File: config.mk
export PLATFORM = sky130hd
export DESIGN_NAME = cab_top
export DESIGN_NICKNAME = d
export VERILOG_FILES = /design/src/cab_pkg.sv /design/src/cab_tick.sv /design/src/cab_nav.sv /design/src/cab_top.sv
export VERILOG_INCLUDE_DIRS = /design/src /design/src/src
export SDC_FILE = /design/constraint.sdc
export NUM_CORES = 1
export LEC_CHECK = 0
export ABC_AREA = 1
export BUFFER_PORTS_ARGS = -buffer_cell sky130_fd_sc_hd__buf_4
export CAP_MARGIN = 40
export CORE_AREA = 2 2 174 125
export DETAILED_ROUTE_END_ITERATION = 7
export DIE_AREA = 0 0 176 127
export PLACE_DENSITY = 0.74
export SYNTH_ARGS = -nofsm -noshare
export SYNTH_HDL_FRONTEND = slang
export SYNTH_SLANG_ARGS = --single-unit
File: constraint.sdc
create_clock -name clk -period 4.5 [get_ports clk]
set_input_delay 0.9 -clock clk [delete_from_list [all_inputs] [get_ports clk]]
set_output_delay 0.9 -clock clk [all_outputs]
set_load 0.01 [all_outputs]
File: src/cab_cfg.svh
// Timing constants, field values and behaviour summary for the contention access and backoff engine
// Behaviour
// - Overheard header for another station loads its duration only if larger than vector.
// - Loaded vector value counts from the end of the overheard PHY header.
// - Header failing its check updates the vector as a zero duration would.
// - Vector counts down with time, stops at zero, resolution one tick.
// - Medium busy on carrier, own tx/rx, own duration, vector nonzero, no access.
// - New frames, zero counter, none pending: transmit after long-space idle.
// - Buffered frames, counter reaching zero in slot: opportunity at next slot boundary.
// - Opportunity ends short space plus guard before access becomes unavailable.
// - Clear-to-train reply suppressed while allocation vector is nonzero.
// - Reply withheld if it cannot finish short space plus guard before unavailability.
// - Next discovery frame starts a medium space after previous one ends.
// - After no-ack or block-ack frame, next frame after medium or short space.
// - Reply to request or ack-asking frame starts one short space after it ends.
// - After expected reply, next frame or retransmission one short space later.
// - Block-ack with good header but bad check: send again a short space later.
// - Spacing that cannot be met ends the transmit opportunity.
// - Backoff loads uniform random value in zero to window; window within limits.
// - Window returns to minimum on good reply, no-ack send or frame discard.
// - Minimum-window backoff on busy arrival, end with nothing left, or no room.
// - Pending transaction not fitting new opportunity: backoff, window unchanged.
// - Missing reply after short space plus ack time: window min(max, 2W+1).
// - Slots start a short space after idle, back to back until busy.
// - Carrier sampled at detect time decides slot; decrement needs long-space idle.
// - Counter freezes on busy and resumes by the same procedure.
// - Access available on discovery channel and in contention blocks only.
`ifndef CAB_CFG_SVH
`define CAB_CFG_SVH
`define CAB_CLK_HZ 20000000
`define CAB_TICK_NS 1000
`define CAB_TICK_DIV ((`CAB_TICK_NS * (`CAB_CLK_HZ / 1000000) + 999) / 1000)
`define CAB_SIFS_US 16'h0003
`define CAB_MIFS_US 16'h0001
`define CAB_LIFS_US 16'h000b
`define CAB_SLOT_US 16'h0008
`define CAB_CCA_US 16'h0004
`define CAB_GUARD_US 16'h0002
`define CAB_IMMACK_US 16'h0005
`define CAB_CW_MIN 8'h07
`define CAB_CW_MAX 8'hff
`define CAB_LFSR_SEED 16'hace1
`define CAB_POL_NOACK 2'h0
`define CAB_POL_IMM 2'h1
`define CAB_POL_BACK 2'h2
`endif

File: src/cab_pkg.sv
// Types shared by the contention access engine
package cab_pkg;
  typedef enum logic [2:0] {
    CAB_IDLE,
    CAB_CONTEND,
    CAB_TX,
    CAB_WAIT_REPLY,
    CAB_GAP,
    CAB_REPLY
  } cab_state_t;
endpackage

File: src/cab_tick.sv
// Free-running time-unit tick divider
`timescale 1ns/100ps
`default_nettype none
`include "cab_cfg.svh"
module cab_tick #(
  parameter int unsigned DIV = `CAB_TICK_DIV
) (
  input wire logic clk,
  input wire logic sys_rst,
  output logic tick
);
  typedef struct packed {
    logic [15:0] cnt;
    logic tick;
  } cab_tick_st_t;
  cab_tick_st_t s_reg;
  cab_tick_st_t s_next;
  always_comb
  begin
    s_next = s_reg;
    s_next.tick = 1'b0;
    if (s_reg.cnt == 16'(DIV - 1))
    begin
      s_next.cnt = 16'h0000;
      s_next.tick = 1'b1;
    end
    else
    begin
      s_next.cnt = s_reg.cnt + 16'h0001;
    end
  end
  always_ff @(posedge clk)
  begin
    if (sys_rst)
      s_reg <= '0;
    else
      s_reg <= s_next;
  end
  assign tick = s_reg.tick;
endmodule
`default_nettype wire

File: src/cab_nav.sv
// Allocation vector with countdown at tick resolution
`timescale 1ns/100ps
`default_nettype none
`include "cab_cfg.svh"
module cab_nav #(
  parameter int unsigned W = 16
) (
  input wire logic clk,
  input wire logic sys_rst,
  input wire logic tick,
  input wire logic hdr_valid,
  input wire logic hdr_other,
  input wire logic hdr_bad,
  input wire logic [W-1:0] hdr_dur,
  output logic [W-1:0] nav
);
  typedef struct packed {
    logic [W-1:0] nav;
  } cab_nav_st_t;
  cab_nav_st_t s_reg;
  cab_nav_st_t s_next;
  logic [W-1:0] dur_eff;
  always_comb
  begin
    s_next = s_reg;
    dur_eff = hdr_bad ? '0 : hdr_dur;
    if (tick && s_reg.nav != '0)
      s_next.nav = s_reg.nav - 1'b1;
    // Header end marks the count start, so load overrides this tick
    if (hdr_valid && (hdr_other || hdr_bad) && dur_eff > s_next.nav)
      s_next.nav = dur_eff;
  end
  always_ff @(posedge clk)
  begin
    if (sys_rst)
      s_reg <= '0;
    else
      s_reg <= s_next;
  end
  assign nav = s_reg.nav;
endmodule
`default_nettype wire

File: src/cab_top.sv
// Contention medium access engine: medium status, opportunities, spacing and backoff
`timescale 1ns/100ps
`default_nettype none
`include "cab_cfg.svh"
module cab_top #(
  parameter int unsigned NAV_W = 16,
  parameter logic [7:0] CW_MIN = `CAB_CW_MIN,
  parameter logic [7:0] CW_MAX = `CAB_CW_MAX
) (
  input wire logic clk,
  input wire logic sys_rst,
  input wire logic cca_busy_pin,
  input wire logic phy_rx_active_pin,
  input wire logic hdr_valid,
  input wire logic hdr_other,
  input wire logic hdr_bad,
  input wire logic [NAV_W-1:0] hdr_dur,
  input wire logic disc_channel,
  input wire logic dca_block,
  input wire logic [15:0] avail_left,
  input wire logic frame_new,
  input wire logic frame_pending,
  input wire logic frame_discard,
  input wire logic [15:0] txn_len,
  input wire logic [1:0] tx_policy,
  input wire logic tx_disc,
  input wire logic tx_done,
  input wire logic own_dur_active,
  input wire logic reply_ok,
  input wire logic reply_hdr_ok,
  input wire logic reply_fcs_bad,
  input wire logic rx_need_reply,
  input wire logic rx_is_rtt,
  input wire logic [15:0] reply_len,
  input wire logic rx_done,
  output logic tx_start,
  output logic reply_start,
  output logic medium_busy,
  output logic txop_active,
  output logic [7:0] cw,
  output logic [7:0] backoff_cnt
);
  typedef struct packed {
    cab_pkg::cab_state_t st;
    logic cca_s1;
    logic cca_s2;
    logic rx_s1;
    logic rx_s2;
    logic [15:0] idle_us;
    logic [15:0] slot_us;
    logic slot_run;
    logic [15:0] gap_us;
    logic [15:0] gap_tgt;
    logic [15:0] ack_us;
    logic [7:0] cw;
    logic [7:0] bo;
    logic [15:0] lfsr;
    logic txop;
    logic tx_start;
    logic reply_start;
    logic busy;
    logic rx_reply_rtt;
  } cab_st_t;
  cab_st_t s_reg;
  cab_st_t s_next;
  logic tick;
  logic [NAV_W-1:0] nav;
  logic avail;
  logic busy_now;
  logic lifs_ok;
  logic [8:0] cw_dbl;
  logic blk_hdr;

  cab_tick u_tick (
    .clk(clk),
    .sys_rst(sys_rst),
    .tick(tick)
  );

  cab_nav #(.W(NAV_W)) u_nav (
    .clk(clk),
    .sys_rst(sys_rst),
    .tick(tick),
    .hdr_valid(hdr_valid),
    .hdr_other(hdr_other),
    .hdr_bad(hdr_bad),
    .hdr_dur(hdr_dur),
    .nav(nav)
  );

  // Uniform draw in [0, cw]: cw is always 2^n-1, so masking is exact
  function automatic logic [7:0] draw(input logic [15:0] r, input logic [7:0] w);
    draw = r[7:0] & w;
  endfunction

  // Room check against availability end less short space and guard
  function automatic logic fits(input logic [15:0] left, input logic [15:0] need);
    fits = ({1'b0, left} >= ({1'b0, need} + 17'(`CAB_SIFS_US) + 17'(`CAB_GUARD_US)));
  endfunction

  // Doubled window plus one, capped at the maximum
  function automatic logic [7:0] grow_cw(input logic [8:0] dbl);
    grow_cw = (dbl > {1'b0, CW_MAX}) ? CW_MAX : dbl[7:0];
  endfunction

  always_comb
  begin
    s_next = s_reg;
    s_next.tx_start = 1'b0;
    s_next.reply_start = 1'b0;
    s_next.cca_s1 = cca_busy_pin;
    s_next.cca_s2 = s_reg.cca_s1;
    s_next.rx_s1 = phy_rx_active_pin;
    s_next.rx_s2 = s_reg.rx_s1;
    s_next.lfsr = {s_reg.lfsr[14:0], s_reg.lfsr[15] ^ s_reg.lfsr[13] ^ s_reg.lfsr[12] ^ s_reg.lfsr[10]};
    avail = disc_channel | dca_block;
    busy_now = s_reg.cca_s2 | s_reg.rx_s2 | (s_reg.st == cab_pkg::CAB_TX) | (s_reg.st == cab_pkg::CAB_REPLY)
      | own_dur_active | (nav != '0) | ~avail;
    s_next.busy = busy_now;
    lifs_ok = (s_reg.idle_us >= `CAB_LIFS_US);
    cw_dbl = {s_reg.cw, 1'b1};
    // A bad frame check is only flagged once the block-ack header passed
    blk_hdr = reply_hdr_ok | reply_fcs_bad;
    if (busy_now)
      s_next.idle_us = 16'h0000;
    else if (tick && !lifs_ok)
      s_next.idle_us = s_reg.idle_us + 16'h0001;
    // Slot grid: first slot a short space after idle, back to back until busy
    if (busy_now)
    begin
      s_next.slot_run = 1'b0;
      s_next.slot_us = 16'h0000;
    end
    else if (tick)
    begin
      if (!s_reg.slot_run && s_reg.idle_us + 16'h0001 >= `CAB_SIFS_US)
      begin
        s_next.slot_run = 1'b1;
        s_next.slot_us = 16'h0000;
      end
      else if (s_reg.slot_run)
        s_next.slot_us = (s_reg.slot_us == `CAB_SLOT_US - 16'h0001) ? 16'h0000 : s_reg.slot_us + 16'h0001;
    end
    if (frame_discard)
      s_next.cw = CW_MIN;
    case (s_reg.st)
      cab_pkg::CAB_IDLE:
      begin
        if (rx_need_reply)
        begin
          s_next.rx_reply_rtt = rx_is_rtt;
          s_next.gap_us = 16'h0000;
          s_next.st = cab_pkg::CAB_REPLY;
        end
        else if (frame_new && s_reg.bo == 8'h00 && !frame_pending)
        begin
          if (!busy_now && lifs_ok && fits(avail_left, txn_len))
          begin
            s_next.tx_start = 1'b1;
            s_next.txop = 1'b1;
            s_next.st = cab_pkg::CAB_TX;
          end
          else if (busy_now)
          begin
            s_next.cw = CW_MIN;
            s_next.bo = draw(s_reg.lfsr, CW_MIN);
            s_next.st = cab_pkg::CAB_CONTEND;
          end
        end
        else if (frame_pending)
          s_next.st = cab_pkg::CAB_CONTEND;
      end
      cab_pkg::CAB_CONTEND:
      begin
        // Decision at the detect point of each slot, only after long-space idle
        if (tick && s_reg.slot_run && s_reg.slot_us == `CAB_CCA_US && !busy_now && lifs_ok)
        begin
          if (s_reg.bo > 8'h01)
            s_next.bo = s_reg.bo - 8'h01;
          else
            s_next.bo = 8'h00;
        end
        if (tick && s_reg.slot_run && s_reg.slot_us == `CAB_SLOT_US - 16'h0001 && !busy_now
            && s_reg.bo == 8'h00 && lifs_ok)
        begin
          if (fits(avail_left, txn_len))
          begin
            s_next.tx_start = 1'b1;
            s_next.txop = 1'b1;
            s_next.st = cab_pkg::CAB_TX;
          end
          else
            s_next.bo = draw(s_reg.lfsr, s_reg.cw);
        end
      end
      cab_pkg::CAB_TX:
      begin
        if (tx_done)
        begin
          s_next.gap_us = 16'h0000;
          s_next.ack_us = 16'h0000;
          if (tx_policy == `CAB_POL_IMM)
            s_next.st = cab_pkg::CAB_WAIT_REPLY;
          else
          begin
            if (tx_policy == `CAB_POL_NOACK)
              s_next.cw = CW_MIN;
            s_next.gap_tgt = tx_disc ? `CAB_MIFS_US : (tx_policy == `CAB_POL_BACK ? `CAB_SIFS_US : `CAB_MIFS_US);
            s_next.st = cab_pkg::CAB_GAP;
          end
        end
      end
      cab_pkg::CAB_WAIT_REPLY:
      begin
        if (tick)
          s_next.ack_us = s_reg.ack_us + 16'h0001;
        if (reply_ok || blk_hdr)
        begin
          s_next.cw = CW_MIN;
          s_next.gap_tgt = `CAB_SIFS_US;
          s_next.st = cab_pkg::CAB_GAP;
        end
        else if (s_reg.ack_us >= `CAB_SIFS_US + `CAB_IMMACK_US)
        begin
          s_next.cw = grow_cw(cw_dbl);
          s_next.bo = draw(s_reg.lfsr, grow_cw(cw_dbl));
          s_next.txop = 1'b0;
          s_next.st = cab_pkg::CAB_CONTEND;
        end
      end
      cab_pkg::CAB_GAP:
      begin
        if (tick)
          s_next.gap_us = s_reg.gap_us + 16'h0001;
        if (!frame_pending)
        begin
          s_next.cw = CW_MIN;
          s_next.bo = draw(s_reg.lfsr, CW_MIN);
          s_next.txop = 1'b0;
          s_next.st = cab_pkg::CAB_IDLE;
        end
        else if (!fits(avail_left, txn_len + s_reg.gap_tgt) || !avail)
        begin
          s_next.cw = CW_MIN;
          s_next.bo = draw(s_reg.lfsr, CW_MIN);
          s_next.txop = 1'b0;
          s_next.st = cab_pkg::CAB_CONTEND;
        end
        else if (tick && s_reg.gap_us + 16'h0001 == s_reg.gap_tgt)
        begin
          s_next.tx_start = 1'b1;
          s_next.st = cab_pkg::CAB_TX;
        end
      end
      cab_pkg::CAB_REPLY:
      begin
        if (s_reg.rx_reply_rtt && nav != '0)
          s_next.st = cab_pkg::CAB_IDLE;
        else if (!fits(avail_left, reply_len))
          s_next.st = cab_pkg::CAB_IDLE;
        else
        begin
          if (tick)
            s_next.gap_us = s_reg.gap_us + 16'h0001;
          if (tick && s_reg.gap_us + 16'h0001 == `CAB_SIFS_US)
            s_next.reply_start = 1'b1;
          if (rx_done)
            s_next.st = cab_pkg::CAB_IDLE;
        end
      end
      default:
        s_next.st = cab_pkg::CAB_IDLE;
    endcase
  end

  always_ff @(posedge clk)
  begin
    if (sys_rst)
    begin
      s_reg <= '0;
      s_reg.st <= cab_pkg::CAB_IDLE;
      s_reg.cw <= CW_MIN;
      s_reg.lfsr <= `CAB_LFSR_SEED;
      s_reg.busy <= 1'b1;
    end
    else
      s_reg <= s_next;
  end

  assign tx_start = s_reg.tx_start;
  assign reply_start = s_reg.reply_start;
  assign medium_busy = s_reg.busy;
  assign txop_active = s_reg.txop;
  assign cw = s_reg.cw;
  assign backoff_cnt = s_reg.bo;
endmodule
`default_nettype wire

==> flow_metrics.py, run 1 <==
metrics = {
    "detailed_routing": {
        "drt_iter0_markers": 963,
        "routed_wl_mm": 30.1,
        "vias": 11500,
        "drtPass1Iterations": 5,
        "vias_per_cell": 5.33,
        "drc": 0,
        "wl_per_cell_um": 14.0,
        "drtAntennaViolNets": 0,
    },
    "synthesis": {
        "yosysSeqAreaShare_pct": 25.8,
        "ys.flop_type": "dfxtp_1",
        "synth_cell_types": 55,
        "synth_edf_count": 0,
        "synth_cells": 1752,
        "yosys.area.top_type_share_pct": 25.8,
        "synthTopCellsByArea": "dfxtp_1, nand2_1, ha_1",
        "synthTopCellsByCount": "nand2_1, inv_1, nor2_1",
        "synth_seq_cells": 144,
        "yosysTopAreaCell": "dfxtp_1",
        "synthesis.area_um2": 11200,
        "syn_nets": 1921,
        "syn_avg_cell_area_um2": 6.39,
        "ys_async_sr_fraction_pct": 0,
        "yosys.cell_count.top_type": "nand2_1",
        "yosysWarningCount": 0,
    },
    "finish": {
        "largest_register_ffs": 74,
        "fin_area_um2": 13000,
        "drive_above_1_share_pct": 12.7,
        "nFillCells": 1920,
        "num-nets-final": 2033,
        "syn2layout_area_growth_pct": 15.9,
        "diodes": 0,
    },
    "power_and_ir_drop": {
        "powerDensity_nw_per_um2": 391,
        "power_leakage_nw": 5.99,
        "peakVddDrop_mv": 0.290,
    },
    "cts": {
        "cts_root_buffer": "clkbuf_16",
        "cts_inserted_buffers": 17,
        "cts_tree": "yes",
        "hold_buffers": 0,
        "clk_latency_ns": 0.44,
        "htree_levels": 4,
        "cts.sinks": 144,
        "cts_max_path_buffers": 2,
        "clk_pin_slew_ns": 0.06,
        "cts_setup_buffers": 0,
        "post_cts_resized": 0,
    },
    "timing": {
        "report.final.slew_viol_count": 0,
        "fin_crit_sh_pct": 91.5,
        "whs_ns": 0.397,
        "skew_ns": 0.00851,
        "maxClockFrequency_ghz": 0.243,
        "hold_viol": 0,
        "worstMarginPinSlew_ns": 0.802,
        "fin_tns_setup_ns": 0,
        "relSlewSlack_pct": 46.3,
        "min_period_ns": 4.12,
        "setup_viol": 0,
    },
    "floorplan": {
        "die_y_um": 127,
        "die_w_um": 176,
        "row_count": 44,
        "io-pin-count": 107,
        "core_area_um2": 20500,
        "start_util_pct": 54.5,
        "die-area_um2": 22400,
    },
    "setup_path": {
        "crit_path_end_kind": "flop",
        "cpMostUsedCell": "nand2_1",
        "r2r-start": "u_nav.nav[0]",
        "slowest_stage": "fa_2",
        "max_stage_delay_ns": 0.42,
        "worstPathCellList": "buf_4 -> ha_1 -> inv_1 -> fa_2 -> inv_1 -> ha_1 -> nor2_1 -> nor4_2 -> nand4_1 -> nor4_2 -> xor2_1 -> ha_1 -> a21o_1 -> a41oi_1 -> nand2_1 -> nand2_1 -> nand2_1 -> nand4_4 -> nand2_1 -> o21ai_1 -> a21oi_1",
        "crit_fanout": 6,
        "crit_start": "txn_len[0]",
        "setup.worst_path.class": "in2reg",
        "cp.arrival_ns": 4.42,
        "crit_required_ns": 4.80,
        "cp-start-kind": "input port",
        "ff2ff_setup_slack_ns": 0.55,
    },
    "status": {
        "outcome": "complete, no violations",
    },
    "grt": {
        "grt_usage_pct": 27.4,
        "antenna_found_initial": 0,
        "overflow": 0,
        "grt_pass1_vias": 10500,
        "grt_pass1_wl_mm": 50.3,
        "grt_max_degree": 51,
    },
    "job": {
        "drv_cap": 0,
    },
    "worst_hold_path": {
        "hp-class": "reg2reg",
        "hold_start": "s_next[118]",
    },
    "placed_design": {
        "dpl-instance-area_um2": 12300,
        "gp_congestion": 0.941,
        "portBuffers": 106,
        "dp_hpwl_mm": 23.5,
    },
}
-- cell usage in the layout (no fill, tap or decap), drive strengths merged, types with 20 or more instances in the layout --
master	synthesis	layout
nand2	374	374
o21ai	95	95
xnor2	20	20
buf	23	136
nand4	39	39
nor3	52	52
inv	255	262
ha	81	81
xor2	61	61
nor2	249	249
dfxtp	144	144
a21oi	129	129
nand3	128	128
-- through the flow --
stage | total power (W) | utilization, % | cells | setup WS (ns)
after floorplan | 0.00301 | - | 1752 | 0.251
after global placement | 0.00353 | 60.0 | 2120 | -0.0142
after detailed placement | 0.00357 | 60.0 | 2121 | -0.192
after CTS | 0.00504 | 63.0 | 2153 | 0.251
after global routing | 0.00542 | 63.1 | 2153 | -0.0138
final | 0.00506 | 63.1 | 2153 | 0.383
-- power by group --
part	switching (W)	leakage, nW	total (W)	internal (W)
clock	0.000620	0.294	0.00147	0.000851
sequential	0.000138	1.17	0.00154	0.00140
combinational	0.00128	4.52	0.00205	0.000775
total	0.00204	5.99	0.00506	0.00303
-- worst paths after layout --
| kind | end | depth (start not counted) |
|---|---|---|
| worst max-delay path | cw[7] | 21 |
| worst min-delay path | s_reg[118] | 2 |
| worst max register to register | u_nav.nav[12] | 21 |
| worst min register to register | s_reg[118] | 2 |
-- logic make-up after synthesis --
family | Yosys count | synth area share (%)
AO/OA/AOI/OAI | 270 | 13.4
XOR/XNOR | 81 | 6.41
adder cells (fa/ha/maj) | 82 | 9.24
buffers and inverters | 299 | 10.8
flip-flops | 144 | 25.8
AND/OR/NAND/NOR | 876 | 34.5
-- metal layers --
layer,up-vias,wire (um),GRT usage [%]
met2,335,13000,43.4
met3,20,1860,5.03
met4,0,213,4.96
li1,5921,-,-
met5,-,0,0
met1,5202,15000,39.4
-- worst max-delay path: cells and delay by family --
kind	cells	cell delay [ns]
compound gates	4	0.57
simple gates	9	1.39
xor+xnor	1	0.22
buf+inv	3	0.27
fa+ha+maj	4	1.07
-- cell type report --
cell class,count,area (um^2),area share [%]
Clock buffer,18,439,3.39
Clock inverter,14,170,1.31
Inverter,256,962,7.42
Multi-Input combinational cell,1309,7130,55.0
Sequential cell,144,2880,22.2
Tap cell,276,345,2.66
Timing Repair Buffer,136,1030,7.97
Power figures use the tool's default switching activity.
==> inputs of run 2 (changes only) <==
Settings changed: CORE_AREA 2 2 174 125 to 2 2 179 129, DIE_AREA 0 0 176 127 to 0 0 181 131, PLACE_DENSITY 0.74 to 0.75, SYNTH_HIERARCHICAL set to 1.
==> run 2 against run 1 <==
Sequential share of layout area down 1.4 points. Final cell count up 10%. Worst hold slack better by 0.0080 ns. Non-clock buffer count down 1. Sequential power up 6%. Count of clock-buffer cells in the layout unchanged. First-iteration DRC count down 8.0%. Highest routed layer unchanged. Combinational power up 16%.
==> flow_metrics.py, run 2 <==
metrics = {
    "worst_hold_path": {
        "hold_start": "s_next[17]",
        "hp-class": "reg2reg",
        "worstHoldEndpoint": "s_next[18]",
        "hold_depth": 2,
    },
    "placed_design": {
        "dp_hpwl_mm": 25.4,
        "dpl-instance-area_um2": 13200,
        "portBuffers": 106,
        "gp_congestion": 0.920,
    },
    "setup_path": {
        "slowest_stage": "fa_1",
        "cp.arrival_ns": 4.56,
        "cp_num_buf_inv": 3,
        "r2r_cells": 23,
        "crit_fanout": 5,
        "cpMostUsedCell": "nand2_1",
        "cp_top_family": "simple AND/OR/NAND/NOR gates",
        "ff2ff_setup_slack_ns": 0.41,
        "max_stage_delay_ns": 0.38,
        "worstPathCellList": "buf_4 -> ha_1 -> inv_1 -> fa_1 -> inv_1 -> nand2_1 -> nor2_4 -> nand2_1 -> nand2_1 -> o21ai_2 -> nor4_2 -> nand4_1 -> nor3_4 -> nand2_1 -> xor2_1 -> ha_1 -> nand2_1 -> nor4_1 -> a31oi_1 -> nand2_2 -> nand4_4 -> o211ai_1 -> a21oi_1 -> nor2_1",
        "crit_required_ns": 4.86,
        "setup.worst_path.class": "in2reg",
        "cp-start-kind": "input port",
        "r2r-start": "s_reg[53]",
        "r2r_end": "cw[6]",
        "crit_path_end_kind": "flop",
    },
    "cts": {
        "cts.sinks": 144,
        "cts_root_buffer": "clkbuf_16",
        "cts_inserted_buffers": 17,
        "htree_levels": 4,
        "cts_setup_buffers": 0,
        "clk_latency_ns": 0.44,
        "clk_pin_slew_ns": 0.06,
        "cts_max_path_buffers": 2,
        "cts_tree": "yes",
    },
    "timing": {
        "fin_tns_setup_ns": 0,
        "min_period_ns": 4.20,
        "whs_ns": 0.405,
        "setup_viol": 0,
        "rsz0062_at_grt": "false",
        "hold_viol": 0,
        "maxClockFrequency_ghz": 0.238,
        "skew_ns": 0.00950,
        "relSlewSlack_pct": 40.6,
        "fin_crit_sh_pct": 93.3,
        "report.final.slew_viol_count": 0,
        "worstMarginPinSlew_ns": 0.889,
    },
    "finish": {
        "fin_area_um2": 13800,
        "diodes": 0,
        "multiInputGateArea_um2": 7800,
        "final_common_cell": "nand2_1",
        "layout_common_cells": "nand2_1, inv_1, nor2_1, dfxtp_1, buf_4",
        "syn2layout_area_growth_pct": 14.2,
        "num-nets-final": 2241,
        "drive_above_1_share_pct": 12.3,
        "largest_register_ffs": 74,
        "regArea_um2": 2880,
        "nFillCells": 2113,
    },
    "floorplan": {
        "io-pin-count": 107,
        "die_w_um": 181,
        "die-area_um2": 23700,
        "core_area_um2": 22100,
        "start_util_pct": 54.8,
        "die_y_um": 131,
        "row_count": 46,
    },
    "power_and_ir_drop": {
        "powerDensity_nw_per_um2": 395,
        "peakVddDrop_mv": 0.319,
        "power_leakage_nw": 6.78,
        "p_total_w": 0.00547,
    },
    "synthesis": {
        "ys.flop_type": "dfxtp_1",
        "synthTopCellsByArea": "dfxtp_1, nand2_1, inv_1",
        "synth_cell_types": 54,
        "synth_cells": 1965,
        "yosys.cell_count.top_type": "nand2_1",
        "syn_nets": 2136,
        "synthesis.area_um2": 12100,
        "yosysSeqAreaShare_pct": 23.8,
        "syn_avg_cell_area_um2": 6.16,
        "synth_edf_count": 0,
        "yosysWarningCount": 6,
        "ys_async_sr_fraction_pct": 0,
        "yosys.area.top_type_share_pct": 23.8,
        "synth_seq_cells": 144,
        "yosysTopAreaCell": "dfxtp_1",
        "synthTopCellsByCount": "nand2_1, inv_1, nor2_1",
    },
    "detailed_routing": {
        "drtAntennaViolNets": 0,
        "wl_per_cell_um": 13.6,
        "drt_iter0_markers": 886,
        "vias_per_cell": 5.32,
        "drc": 0,
        "routed_wl_mm": 32.3,
        "drtPass1Iterations": 6,
        "vias": 12600,
    },
    "grt": {
        "grt_pass1_vias": 11100,
        "grt_max_degree": 33,
        "grt_pass1_wl_mm": 53.1,
        "grt_usage_pct": 27.2,
        "antenna_found_initial": 0,
        "overflow": 0,
    },
    "job": {
        "drv_cap": 0,
    },
    "status": {
        "outcome": "complete, no violations",
    },
}
[run 2: worst register-to-register path, stage by stage (launching register included)]
cell,delay [ns]
dfxtp_1,0.41
ha_1,0.22
inv_1,0.06
fa_1,0.38
inv_1,0.07
nand2_1,0.09
nor2_4,0.13
nand2_1,0.08
nand2_1,0.07
o21ai_2,0.06
nor4_2,0.29
nand4_1,0.21
nor3_4,0.20
nand2_1,0.09
xor2_1,0.15
ha_1,0.31
nand2_1,0.07
nor4_1,0.19
a31oi_1,0.13
nand2_2,0.14
nand4_4,0.15
o211ai_1,0.27
a21oi_1,0.12
nor2_1,0.13
[run 2: logic make-up (layout without fill, tap and decap cells)]
kind of cell	Yosys count	count (layout)	synth area share, %
AO/OA/AOI/OAI	230	230	10.5
XOR/XNOR	71	71	5.20
adder cells (fa/ha/maj)	84	84	8.74
buffers and inverters	359	476	12.0
flip-flops	144	144	23.8
AND/OR/NAND/NOR	1077	1077	39.8
[run 2: routing by layer]
metal	track usage [%]	up-vias	share of wire, %
met5	0	-	0
met4	6.70	0	1.3
met3	3.82	38	5.8
met2	44.1	362	44
met1	38.5	5707	49
li1	-	6512	-
[run 2: layout make-up]
cell class                 count  share of cell area [%]
timing repair buffer         135                    7.42
sequential                   144                    20.8
multi-input combinational   1462                    56.4
tap                          288                    2.60
clock inverter                13                    1.18
inverter                     310                    8.43
clock buffer                  18                    3.17
[run 2: worst max path at each step]
stage                          start              to  slack, ns  cells past startpoint
after floorplan           txn_len[0]  backoff_cnt[1]       0.23                     25
after global placement    txn_len[0]           cw[0]      -0.17                     25
after detailed placement  txn_len[0]           cw[0]      -0.26                     25
after CTS                 txn_len[0]           cw[0]       0.17                     25
after global routing      txn_len[0]           cw[7]       0.03                     24
final                     txn_len[0]           cw[6]       0.30                     24
[run 2: report_power, final]
part | switching [W] | internal (W) | total, W
sequential | 0.000186 | 0.00145 | 0.00163
clock | 0.000587 | 0.000884 | 0.00147
combinational | 0.00151 | 0.000857 | 0.00237
total | 0.00228 | 0.00319 | 0.00547
[run 2: repair_timing]
item / in CTS / in global routing
hold buffers: 0 / 0
resized for setup: 0 / 5
endpoints found under the setup margin: 0 / 10
[run 2: through the flow]
step           setup WS, ns  utilization [%]  cells
5_1_grt              0.0275             62.6   2370
2_1_floorplan         0.231                -   1965
3_5_place_dp         -0.264             59.8   2339
4_1_cts               0.166             62.5   2370
3_3_place_gp         -0.165             59.7   2337
6_report              0.301             62.6   2370
